[src/core/swfl_pkg.sv]
// constants shared by the switch fault latch and its serial port
// Summary of operation
// RULE1 - eight low and two high trip levels per output, one of each watched
// RULE2 - low trip held past the programmed delay latches that output off
// RULE3 - high trip latches the output off at once, no delay
// RULE4 - latched output stays off until its command goes off then on
// RULE5 - guard off: no supply low report, output follows command above reset level
// RULE6 - serial input sampled into the shift register on serial clock fall
// RULE7 - serial output moves to the next bit on serial clock rise
// RULE8 - command and status words travel most significant bit first
// RULE9 - shift path is first-in first-out so words pass through for chaining
// RULE10 - host keeps serial clock low while chip select changes
// RULE11 - chip select high: clock and data ignored, serial output released
// RULE12 - supply recovers with command on: fault flag low, output off until re-command
// RULE13 - supply recovers with command off: fault flag high, low flag kept until read
// RULE14 - faults held, returned in the first valid transfer and cleared by it
// RULE15 - word latched on chip select rise, status loaded on chip select fall
// RULE16 - eight bit words; a transfer not a multiple of eight is ignored
package swfl_pkg;
	localparam int unsigned CMD_BITS = 8;
	localparam int unsigned NUM_OUTPUTS = 2;
	localparam int unsigned LOW_LEVELS = 8;
	localparam int unsigned HIGH_LEVELS = 2;
	localparam int unsigned CLK_PERIOD_PS = 5000;
	// command word fields
	localparam int unsigned F_CHAN = 7;
	localparam int unsigned F_ADDR_LSB = 4;
	localparam logic [2:0] ADDR_OUT_CTRL = 3'h1;
	localparam logic [2:0] ADDR_TRIP_LEVEL = 3'h2;
	localparam logic [2:0] ADDR_TRIP_DELAY = 3'h3;
	localparam logic [2:0] ADDR_SUPPLY = 3'h6;
	localparam int unsigned F_ON0 = 0;
	localparam int unsigned F_ON1 = 2;
	localparam int unsigned F_HIGH_SEL = 3;
	localparam int unsigned F_GUARD_OFF = 1;
	// status word fields
	localparam int unsigned S_LATCHED = 7;
	localparam int unsigned S_SUPPLY_LOW = 6;
	localparam int unsigned S_HIGH_LSB = 4;
	localparam int unsigned S_LOW_LSB = 2;
	localparam int unsigned S_ON_LSB = 0;
	// reset values
	localparam logic [2:0] RST_LOW_SEL = 3'h0;
	localparam logic RST_HIGH_SEL = 1'b0;
	localparam logic [1:0] RST_DELAY_SEL = 2'h0;
	localparam logic RST_GUARD_OFF = 1'b0;
	// low trip delay choices in ns, and their cycle counts rounded up
	localparam int unsigned LOW_TRIP_DELAY_NS [4] = '{2000, 5000, 10000, 20000};
	localparam int unsigned TMR_W = 12;
	localparam logic [TMR_W-1:0] LOW_TRIP_CYC [4] = '{
		TMR_W'((LOW_TRIP_DELAY_NS[0] * 1000 + CLK_PERIOD_PS - 1) / CLK_PERIOD_PS),
		TMR_W'((LOW_TRIP_DELAY_NS[1] * 1000 + CLK_PERIOD_PS - 1) / CLK_PERIOD_PS),
		TMR_W'((LOW_TRIP_DELAY_NS[2] * 1000 + CLK_PERIOD_PS - 1) / CLK_PERIOD_PS),
		TMR_W'((LOW_TRIP_DELAY_NS[3] * 1000 + CLK_PERIOD_PS - 1) / CLK_PERIOD_PS)};
endpackage

[src/core/swfl_sync.sv]
// two flip-flop synchroniser for a vector of pins
`timescale 1ns/1ps
module swfl_sync #(
	parameter int unsigned WIDTH = 1,
	parameter logic [WIDTH-1:0] RST_VAL = '0
) (
	// clock and reset
	input wire logic i_clk,
	input wire logic i_srst,
	// pins in, synchronised out
	input wire logic [WIDTH-1:0] i_d,
	output logic [WIDTH-1:0] o_q
);
	logic [WIDTH-1:0] meta_ff;
	logic [WIDTH-1:0] sync_ff;

	// first stage feeds only the second
	always_ff @(posedge i_clk) begin
		if (i_srst) begin
			meta_ff <= RST_VAL;
			sync_ff <= RST_VAL;
		end else begin
			meta_ff <= i_d;
			sync_ff <= meta_ff;
		end
	end

	assign o_q = sync_ff;
endmodule

[src/core/swfl_switch_fault_latch.sv]
// fault latch, supply guard and serial slave port of a dual high-side switch
`timescale 1ns/1ps
module swfl_switch_fault_latch
	import swfl_pkg::*;
#(
	parameter int unsigned N_OUT = NUM_OUTPUTS
) (
	// clock and reset
	input wire logic i_clk,
	input wire logic i_srst,
	// serial port pins
	input wire logic i_spi_cs_n,
	input wire logic i_spi_sclk,
	input wire logic i_spi_si,
	output logic o_spi_so,
	output logic o_spi_so_oe,
	// direct output commands
	input wire logic [N_OUT-1:0] i_direct_on,
	// analog comparators: current at or above level k, supply below thresholds
	input wire logic [N_OUT*LOW_LEVELS-1:0] i_low_trip_level,
	input wire logic [N_OUT*HIGH_LEVELS-1:0] i_high_trip_level,
	input wire logic i_supply_low_threshold,
	input wire logic i_supply_reset_threshold,
	// switch drive and flags
	output logic [N_OUT-1:0] o_out_on,
	output logic o_fault_flag_n,
	output logic o_supply_low_flag,
	// latched command word
	output logic [CMD_BITS-1:0] o_cmd_word,
	output logic o_cmd_valid
);
	localparam int unsigned SYNC_W = 5 + N_OUT + N_OUT * LOW_LEVELS + N_OUT * HIGH_LEVELS;

	// the status layout and channel select bit serve exactly two outputs
	if (N_OUT != 2) begin : g_bad_param
		$error("swfl_switch_fault_latch serves exactly two outputs");
	end

	// true when the word addresses the given register
	function automatic logic addr_is(input logic [CMD_BITS-1:0] w, input logic [2:0] a);
		addr_is = (w[F_ADDR_LSB +: 3] == a);
	endfunction

	logic [SYNC_W-1:0] sync_q;
	logic cs_n_s, sclk_s, si_s, supply_low_s, supply_reset_s;
	logic [N_OUT-1:0] direct_s;
	logic [N_OUT*LOW_LEVELS-1:0] low_s;
	logic [N_OUT*HIGH_LEVELS-1:0] high_s;

	// every pin passes two flip-flops; chip select idles high
	swfl_sync #(
		.WIDTH(SYNC_W),
		.RST_VAL({1'b1, {(SYNC_W-1){1'b0}}})
	) u_sync (
		.i_clk(i_clk),
		.i_srst(i_srst),
		.i_d({i_spi_cs_n, i_spi_sclk, i_spi_si, i_supply_low_threshold, i_supply_reset_threshold,
			i_direct_on, i_low_trip_level, i_high_trip_level}),
		.o_q(sync_q)
	);

	assign {cs_n_s, sclk_s, si_s, supply_low_s, supply_reset_s, direct_s, low_s, high_s} = sync_q;

	logic cs_n_q_ff, sclk_q_ff;
	logic sclk_rise, sclk_fall, cs_fall, cs_rise;
	logic [CMD_BITS-1:0] shift_ff;
	logic [2:0] bit_cnt_ff;
	logic got_bits_ff, xfer_ok;
	logic [CMD_BITS-1:0] status_word;

	// previous levels for edge finding
	always_ff @(posedge i_clk) begin
		if (i_srst) begin
			cs_n_q_ff <= 1'b1;
			sclk_q_ff <= 1'b0;
		end else begin
			cs_n_q_ff <= cs_n_s;
			sclk_q_ff <= sclk_s;
		end
	end

	// clock edges count only while selected
	assign sclk_rise = sclk_s & ~sclk_q_ff & ~cs_n_s & ~cs_n_q_ff; // [RULE11] [RULE10]
	assign sclk_fall = ~sclk_s & sclk_q_ff & ~cs_n_s & ~cs_n_q_ff; // [RULE11] [RULE10]
	assign cs_fall = ~cs_n_s & cs_n_q_ff;
	assign cs_rise = cs_n_s & ~cs_n_q_ff;
	assign xfer_ok = cs_rise & got_bits_ff & (bit_cnt_ff == 3'h0); // [RULE16]

	// shift register: status load on select, first-in first-out shifting
	always_ff @(posedge i_clk) begin
		if (i_srst) begin
			shift_ff <= '0;
		end else if (cs_fall) begin
			shift_ff <= status_word; // [RULE15]
		end else if (sclk_fall) begin
			shift_ff <= {shift_ff[CMD_BITS-2:0], si_s}; // [RULE6] [RULE8] [RULE9]
		end
	end

	// serial output bit and its enable
	always_ff @(posedge i_clk) begin
		if (i_srst) begin
			o_spi_so <= 1'b0;
			o_spi_so_oe <= 1'b0;
		end else begin
			o_spi_so_oe <= ~cs_n_s; // [RULE11]
			if (cs_fall) begin
				o_spi_so <= status_word[CMD_BITS-1]; // [RULE8]
			end else if (sclk_rise) begin
				o_spi_so <= shift_ff[CMD_BITS-1]; // [RULE7] [RULE9]
			end
		end
	end

	// bit count modulo eight within one frame
	always_ff @(posedge i_clk) begin
		if (i_srst) begin
			bit_cnt_ff <= 3'h0;
			got_bits_ff <= 1'b0;
		end else if (cs_fall) begin
			bit_cnt_ff <= 3'h0;
			got_bits_ff <= 1'b0;
		end else if (sclk_fall) begin
			bit_cnt_ff <= bit_cnt_ff + 3'h1;
			got_bits_ff <= 1'b1;
		end
	end

	// latched word out to the user side
	always_ff @(posedge i_clk) begin
		if (i_srst) begin
			o_cmd_word <= '0;
			o_cmd_valid <= 1'b0;
		end else begin
			o_cmd_valid <= xfer_ok;
			if (xfer_ok) begin
				o_cmd_word <= shift_ff; // [RULE15]
			end
		end
	end

	logic [N_OUT-1:0] spi_on_ff;
	logic [2:0] low_sel_ff [N_OUT];
	logic high_sel_ff [N_OUT];
	logic [1:0] delay_sel_ff [N_OUT];
	logic guard_off_ff;

	// configuration written by valid words
	always_ff @(posedge i_clk) begin
		if (i_srst) begin
			spi_on_ff <= '0;
			guard_off_ff <= RST_GUARD_OFF;
			for (int c = 0; c < N_OUT; c++) begin
				low_sel_ff[c] <= RST_LOW_SEL;
				high_sel_ff[c] <= RST_HIGH_SEL;
				delay_sel_ff[c] <= RST_DELAY_SEL;
			end
		end else if (xfer_ok) begin
			if (addr_is(shift_ff, ADDR_OUT_CTRL)) begin
				spi_on_ff <= {shift_ff[F_ON1], shift_ff[F_ON0]};
			end
			if (addr_is(shift_ff, ADDR_TRIP_LEVEL)) begin
				high_sel_ff[shift_ff[F_CHAN]] <= shift_ff[F_HIGH_SEL]; // [RULE1]
				low_sel_ff[shift_ff[F_CHAN]] <= shift_ff[2:0]; // [RULE1]
			end
			if (addr_is(shift_ff, ADDR_TRIP_DELAY)) begin
				delay_sel_ff[shift_ff[F_CHAN]] <= shift_ff[1:0];
			end
			if (addr_is(shift_ff, ADDR_SUPPLY) && shift_ff[F_CHAN]) begin
				guard_off_ff <= shift_ff[F_GUARD_OFF];
			end
		end
	end

	logic uv_active;
	logic [N_OUT-1:0] on_w;
	logic [N_OUT-1:0] oc_latch_w;
	logic [N_OUT-1:0] uv_lock_w;
	logic [N_OUT-1:0] low_flag_w;
	logic [N_OUT-1:0] high_flag_w;

	// supply low counts only when guarded and above the reset level
	assign uv_active = ~guard_off_ff & supply_low_s & ~supply_reset_s; // [RULE5]

	// per-output trip, latch and drive logic
	for (genvar c = 0; c < N_OUT; c++) begin : g_ch
		logic [TMR_W-1:0] tmr_ff;
		logic oc_latch_ff, uv_lock_ff, on_ff, low_flag_ff, high_flag_ff;
		logic cmd, low_hit, high_hit, low_trip, high_trip;
		logic [LOW_LEVELS-1:0] low_lv;
		logic [HIGH_LEVELS-1:0] high_lv;

		assign cmd = spi_on_ff[c] | direct_s[c];
		assign low_lv = low_s[c*LOW_LEVELS +: LOW_LEVELS];
		assign high_lv = high_s[c*HIGH_LEVELS +: HIGH_LEVELS];
		assign low_hit = low_lv[low_sel_ff[c]]; // [RULE1]
		assign high_hit = high_lv[high_sel_ff[c]]; // [RULE1]
		assign low_trip = on_ff & low_hit & (tmr_ff >= LOW_TRIP_CYC[delay_sel_ff[c]]); // [RULE2]
		assign high_trip = on_ff & high_hit; // [RULE3]

		// time spent at or over the low level while on
		always_ff @(posedge i_clk) begin
			if (i_srst || !(on_ff && low_hit)) begin
				tmr_ff <= '0;
			end else if (tmr_ff != {TMR_W{1'b1}}) begin
				tmr_ff <= tmr_ff + TMR_W'(1);
			end
		end

		// overcurrent latch: trip sets, command off releases, set wins
		always_ff @(posedge i_clk) begin
			if (i_srst) begin
				oc_latch_ff <= 1'b0;
			end else if (low_trip || high_trip) begin
				oc_latch_ff <= 1'b1; // [RULE2] [RULE3]
			end else if (!cmd) begin
				oc_latch_ff <= 1'b0; // [RULE4]
			end
		end

		// supply low while commanded on locks the output until re-command
		always_ff @(posedge i_clk) begin
			if (i_srst) begin
				uv_lock_ff <= 1'b0;
			end else if (uv_active && cmd) begin
				uv_lock_ff <= 1'b1; // [RULE12]
			end else if (!cmd && !uv_active) begin
				uv_lock_ff <= 1'b0; // [RULE12] [RULE13]
			end
		end

		// switch drive
		always_ff @(posedge i_clk) begin
			if (i_srst) begin
				on_ff <= 1'b0;
			end else begin
				on_ff <= cmd & ~oc_latch_ff & ~low_trip & ~high_trip & ~uv_lock_ff & ~uv_active
					& ~supply_reset_s; // [RULE3] [RULE4] [RULE5]
			end
		end

		// sticky fault bits, cleared by a valid transfer, set wins
		always_ff @(posedge i_clk) begin
			if (i_srst) begin
				low_flag_ff <= 1'b0;
				high_flag_ff <= 1'b0;
			end else begin
				if (low_trip) begin
					low_flag_ff <= 1'b1;
				end else if (xfer_ok) begin
					low_flag_ff <= 1'b0; // [RULE14]
				end
				if (high_trip) begin
					high_flag_ff <= 1'b1;
				end else if (xfer_ok) begin
					high_flag_ff <= 1'b0; // [RULE14]
				end
			end
		end

		assign on_w[c] = on_ff;
		assign oc_latch_w[c] = oc_latch_ff;
		assign uv_lock_w[c] = uv_lock_ff;
		assign low_flag_w[c] = low_flag_ff;
		assign high_flag_w[c] = high_flag_ff;
	end

	assign o_out_on = on_w;

	// status returned on the next frame
	always_comb begin
		status_word = '0;
		status_word[S_LATCHED] = |oc_latch_w;
		status_word[S_SUPPLY_LOW] = o_supply_low_flag;
		status_word[S_HIGH_LSB +: 2] = high_flag_w;
		status_word[S_LOW_LSB +: 2] = low_flag_w;
		status_word[S_ON_LSB +: 2] = on_w;
	end

	// fault pin and supply low flag
	always_ff @(posedge i_clk) begin
		if (i_srst) begin
			o_fault_flag_n <= 1'b1;
			o_supply_low_flag <= 1'b0;
		end else begin
			o_fault_flag_n <= ~((|oc_latch_w) | (|uv_lock_w) | uv_active); // [RULE4] [RULE5] [RULE12] [RULE13]
			if (uv_active) begin
				o_supply_low_flag <= 1'b1; // [RULE5]
			end else if (xfer_ok) begin
				o_supply_low_flag <= 1'b0; // [RULE13] [RULE14]
			end
		end
	end
endmodule

[config.mk]
export PLATFORM = sky130hd
export DESIGN_NAME = swfl_switch_fault_latch
export DESIGN_NICKNAME = d
export VERILOG_FILES = /design/src/core/swfl_pkg.sv /design/src/core/swfl_sync.sv /design/src/core/swfl_switch_fault_latch.sv
export SDC_FILE = /design/constraint.sdc
export NUM_CORES = 1
export LEC_CHECK = 0
export BUFFER_PORTS_ARGS = -buffer_cell sky130_fd_sc_hd__buf_2
export CAP_MARGIN = 20
export CORE_MARGIN = 4
export CORE_UTILIZATION = 59
export CTS_CLUSTER_DIAMETER = 50
export DETAILED_ROUTE_END_ITERATION = 16
export PLACE_DENSITY = 0.79
export SLEW_MARGIN = 10
export SYNTH_ARGS = -nofsm -noshare
export SYNTH_HDL_FRONTEND = slang
export SYNTH_SLANG_ARGS = --single-unit
[constraint.sdc]
create_clock -name i_clk -period 2.4 [get_ports i_clk]
set_clock_uncertainty 0.1 [all_clocks]
set_input_delay 0.48 -clock i_clk [delete_from_list [all_inputs] [get_ports i_clk]]
set_output_delay 0.48 -clock i_clk [all_outputs]
set_load 0.02 [all_outputs]
### Yosys cells after proc, flatten, opt, wreduce, memory -nomap -nowiden

Memory sizes are Yosys's and may differ from the RTL's.
Index checks and enable logic that the tools add are counted.

* memories: 3
* output and inout port bits: 15
* logic and storage cells: 186
* bits in writable memories: 12
* register bits: 118

Memories
* low_sel_ff: words 2, width 3, rd ports 2, clocked after Yosys merged registers in 0, write ports 2, RTL line swfl_switch_fault_latch.sv:143 `logic [2:0] low_sel_ff [N_OUT];`
* delay_sel_ff: words 2, width 2, rd ports 2, clocked after Yosys merged registers in 0, write ports 2, RTL line swfl_switch_fault_latch.sv:145 `logic [1:0] delay_sel_ff [N_OUT];`
* high_sel_ff: words 2, width 1, rd ports 2, clocked after Yosys merged registers in 0, write ports 2, RTL line swfl_switch_fault_latch.sv:144 `logic high_sel_ff [N_OUT];`

* reduce and logical (&&, ||, !) cells: 34
* order comparisons: 8
* add/sub/neg operators: 3
* muxes and demuxes: 51
* equality and inequality tests: 8
* bitwise gates (word level): 52

Operator list (count)
* 12-bit binary-select mux with 2-bit select: 2
* 12-bit 2-to-1 mux: 4
* 1-bit 2-to-1 mux: 39
* 1-bit bitwise AND: 30
* 12-bit by 1-bit adder with 12-bit output (second input constant): 2
* 12-bit >= comparator: 2
* 12-bit != test (second input constant): 2
* 2-bit nonzero test: 9
* 8-bit 2-to-1 mux: 2
* 1-bit NOT: 16
* 3-bit by 4-bit less-than comparator with 1-bit output (second input constant): 2
* 2-bit OR reduction: 4
* 1-bit logical AND: 7
* 1-bit binary-select mux with 3-bit select: 2
* 3-bit by 2-bit == test with 1-bit output (second input constant): 2
* 3-bit >= comparator (second input constant): 2
* 2-bit NOT with 3-bit output: 2
* 1-bit zero test: 5
* 1-bit logical OR: 4
* 1-bit by 2-bit less-than comparator with 1-bit output (second input constant): 2
* 2-bit by 1-bit != test with 1-bit output (second input constant): 2
* 1-bit bitwise OR: 4
* 2-bit AND reduction: 2
* 3-bit by 1-bit adder with 3-bit output (second input constant): 1
* 7 further kinds: 7

### Logic depth before layout (Yosys ltp)

* depth in word-level cells: 12
* depth in mapped cells: 9
* gate-level depth less buffers: 9

### By module

Synthesis repeated with hierarchy kept, for this count alone.

* cells, all modules: 523
* area total of the unflattened synthesis: 5305.1 um^2

Modules (own cells, without submodules)
* swfl_switch_fault_latch: instances 1, area each 3858.7 um^2, cells each 410
* swfl_sync: instances 1, area each 1446.4 um^2, cells each 113

### Least setup slack after synthesis

Ideal clock, no wire load.

* path kind: register -> register
* start: memory delay_sel_ff[0][0]
* end: register g_ch[0].on_ff
* setup time: 0.127 ns
* required time: 2.173 ns
* setup slack: 0.411 ns
* arrival time: 1.762 ns
* period minus slack after synthesis: 1.989 ns
* stages on the path, launching flop included: 10
* path through: edfxtp_1 -> inv_1 -> ha_1 -> inv_1 -> ha_1 -> nand3_1 -> a21oi_1 -> o2111ai_1 -> a211o_1 -> nor4bb_1

RTL lines
* from (decl): RTL line swfl_switch_fault_latch.sv:145
* to (signal assigned): RTL line swfl_switch_fault_latch.sv:237 `on_ff <= cmd & ~oc_latch_ff & ~low_trip & ~high_trip & ~uv_lock_ff & ~uv_active`
* to (decl): RTL line swfl_switch_fault_latch.sv:188 `logic oc_latch_ff, uv_lock_ff, on_ff, low_flag_ff, high_flag_ff;`

==> qor.yml <==
sta:
  maxSlewHeadroom_pct: 56.8
  rsz0062_at_grt: "false"
  setup_violations: 0
  post-route-min-period_ns: 2.17
  slew_violations: 0
  max_freq_ghz: 0.462
  setup_tns_ns: 0
  finalCritPeriodShare_pct: 90.2
  worst_pin_slew_ns: 0.643
  setup_slack_ns: 0.235
  hold_viol: 0
floorplanning:
  core-area_um2: 8680
  die_area_um2: 10400
  rows: 34
  fp.dieW_um: 102
  start_util_pct: 60.2
  pin_count: 44
  fp.dieH_um: 102
cts:
  post_cts_resized: 0
  clock_latency_ns: 0.51
  numClockSinks: 130
  cts_setup_buffers: 0
  htreeDepth: 4
  cts_made_buffers: 17
  ctsHoldBuffers: 0
  root_buffer: "clkbuf_8"
  max-clock-path-buffers: 2
  path_clk_slew_ns: 0.06
  tritoncts: "yes"
setup_path:
  start_kind: "register"
  critPathCaptureType: "register"
  worstPathRequired_ns: 2.52
  path_max_fanout: 6
  cp_data_arrival_time_ns: 2.28
  critical_path_class: "register to register"
routing:
  drc: 0
  drtPass1Iterations: 4
  drtAntennaViolNets: 0
  routed_wl_um: 9360
  wl_per_cell_um: 13.7
  initialDrtViolationCount: 190
  routed_via_density: 5.26
  vias: 3584
grt:
  grt_pass1_vias: 3496
  grt_max_degree: 56
  grtUsageTotal_pct: 19.8
  grt_pass1_wl_um: 16200
  grt_overflow_total: 0
  grt_antenna_before_repair: 0
yosys:
  synth_area_um2: 5230
  synth_edf_count: 12
  synthFlopType: "dfxtp_1"
  synth_area_leaders: "dfxtp_1 45%, edfxtp_1 6.9%, ha_1 6.7%"
  synth-seq-cells: 130
  netlist_instances: 516
  synth_common_cells: "118 x dfxtp_1, 56 x nor2_1, 55 x nor2b_1, 28 x ha_1, 25 x a21oi_1"
  yosysWarningCount: 0
  yosysMostFrequentCell: "dfxtp_1"
  seq_area_frac_synth_pct: 52.1
  synth_top_area_share_pct: 45.2
  syn_avg_cell_area_um2: 10.1
  yosysTopAreaCell: "dfxtp_1"
  synth.distinct_cells: 48
  syn_nets: 573
  async_reset_ff_share_pct: 0
job:
  drv_cap: 0
place:
  place.gp.congestion: 0.818
  port_buffers: 43
  dp_worst_setup_slack_ns: 0.261
  hpwlAfterDp_um: 6410
finish:
  fin_nets: 617
  synthToLayoutAreaGrowth_pct: 16.2
  drive_above_1_share_pct: 17.1
  num_antenna_cells: 0
  fillers: 653
power:
  peakVddDrop_uv: 739
  p_leak_nw: 2.55
  power_density_nw_per_um2: 787
status:
  status: "completed"
worst_hold_path:
  holdCritPathClass: "primary input to register"
[sequential cells by signal (all words and copies together) (netlist names), 3 cells and up]
name            flops
u_sync.o_q         27
delay_sel_ff        4
o_cmd_word          8
bit_cnt_ff          3
u_sync.meta_ff     27
g_ch.tmr_ff        24
low_sel_ff          6
shift_ff            8
[worst paths after layout]
check / startpoint / to / slack, ns / cells after the start
worst min-delay path: i_spi_cs_n / u_sync.meta_ff[26]$_SDFF_PP1_ / 0.05 / 2
worst max register to register: bit_cnt_ff[0]$_SDFFE_PP0P_ / high_sel_ff[1]$_SDFFCE_PN0P_ / 0.23 / 6
worst max-delay path: bit_cnt_ff[0]$_SDFFE_PP0P_ / high_sel_ff[1]$_SDFFCE_PN0P_ / 0.23 / 6
worst min register to register: u_sync.meta_ff[26]$_SDFF_PP1_ / u_sync.o_q[26]$_SDFF_PP1_ / 0.32 / 1
[layout by cell type (no fill, tap or decap), types with 13 or more instances in the layout]
cell,count
nand2_1,22
inv_1,22
clkbuf_16,17
buf_2,43
nor2_1,56
nor2b_1,55
mux2i_1,19
ha_1,28
a21oi_1,25
dfxtp_1,118
nand3_1,13
[final cells by class]
type,instances,area [µm²],area share (%)
Sequential cell,130,2720,44.8
Multi-Input combinational cell,341,2320,38.2
Clock buffer,20,447,7.36
Timing Repair Buffer,48,265,4.37
Tap cell,108,135,2.23
Clock inverter,12,97.6,1.61
Inverter,22,82.6,1.36
[routing by layer]
| metal | global-route usage [%] | share of wire [%] | vias to the layer above |
|---|---|---|---|
| li1 | - | - | 1839 |
| met1 | 24.3 | 45 | 1671 |
| met2 | 32.9 | 50 | 60 |
| met3 | 6.35 | 3.6 | 14 |
| met4 | 7.06 | 1.8 | 0 |
| met5 | 0 | 0 | - |
[kinds of logic after synthesis]
| family | count (synthesis) | synth area share (%) |
|---|---|---|
| compound gates | 58 | 6.77 |
| flops | 130 | 52.1 |
| mux | 25 | 5.79 |
| buf+inv | 45 | 3.49 |
| xor+xnor | 13 | 2.18 |
| fa+ha+maj | 28 | 6.70 |
| simple gates | 217 | 23.0 |
[worst max-delay path: stages, from the launching register on]
cell,delay (ns)
dfxtp_1,0.33
inv_1,0.07
ha_1,0.14
and4bb_4,0.26
nand4_1,0.24
nor3b_1,0.48
or2_2,0.25
[power by group]
part           switching (mW)  total, mW  internal (mW)  leakage (nW)
clock network           0.982       2.33           1.35         0.264
registers              0.0334       2.28           2.25          1.09
logic                  0.0816      0.162         0.0806          1.20
[through the flow]
step	std cells	power (mW)	instance area, µm²	hold slack (ns)	utilization, %
2_1_floorplan	516	2.43	5230	0.289	-
3_3_place_gp	649	2.49	5530	0.298	63.7
3_5_place_dp	649	2.49	5530	0.300	63.7
4_1_cts	681	4.82	6070	0.0281	70.0
5_1_grt	681	4.95	6070	0.0317	70.0
6_report	681	4.78	6070	0.0455	70.0
No activity file was read; power rests on OpenSTA's default activity.
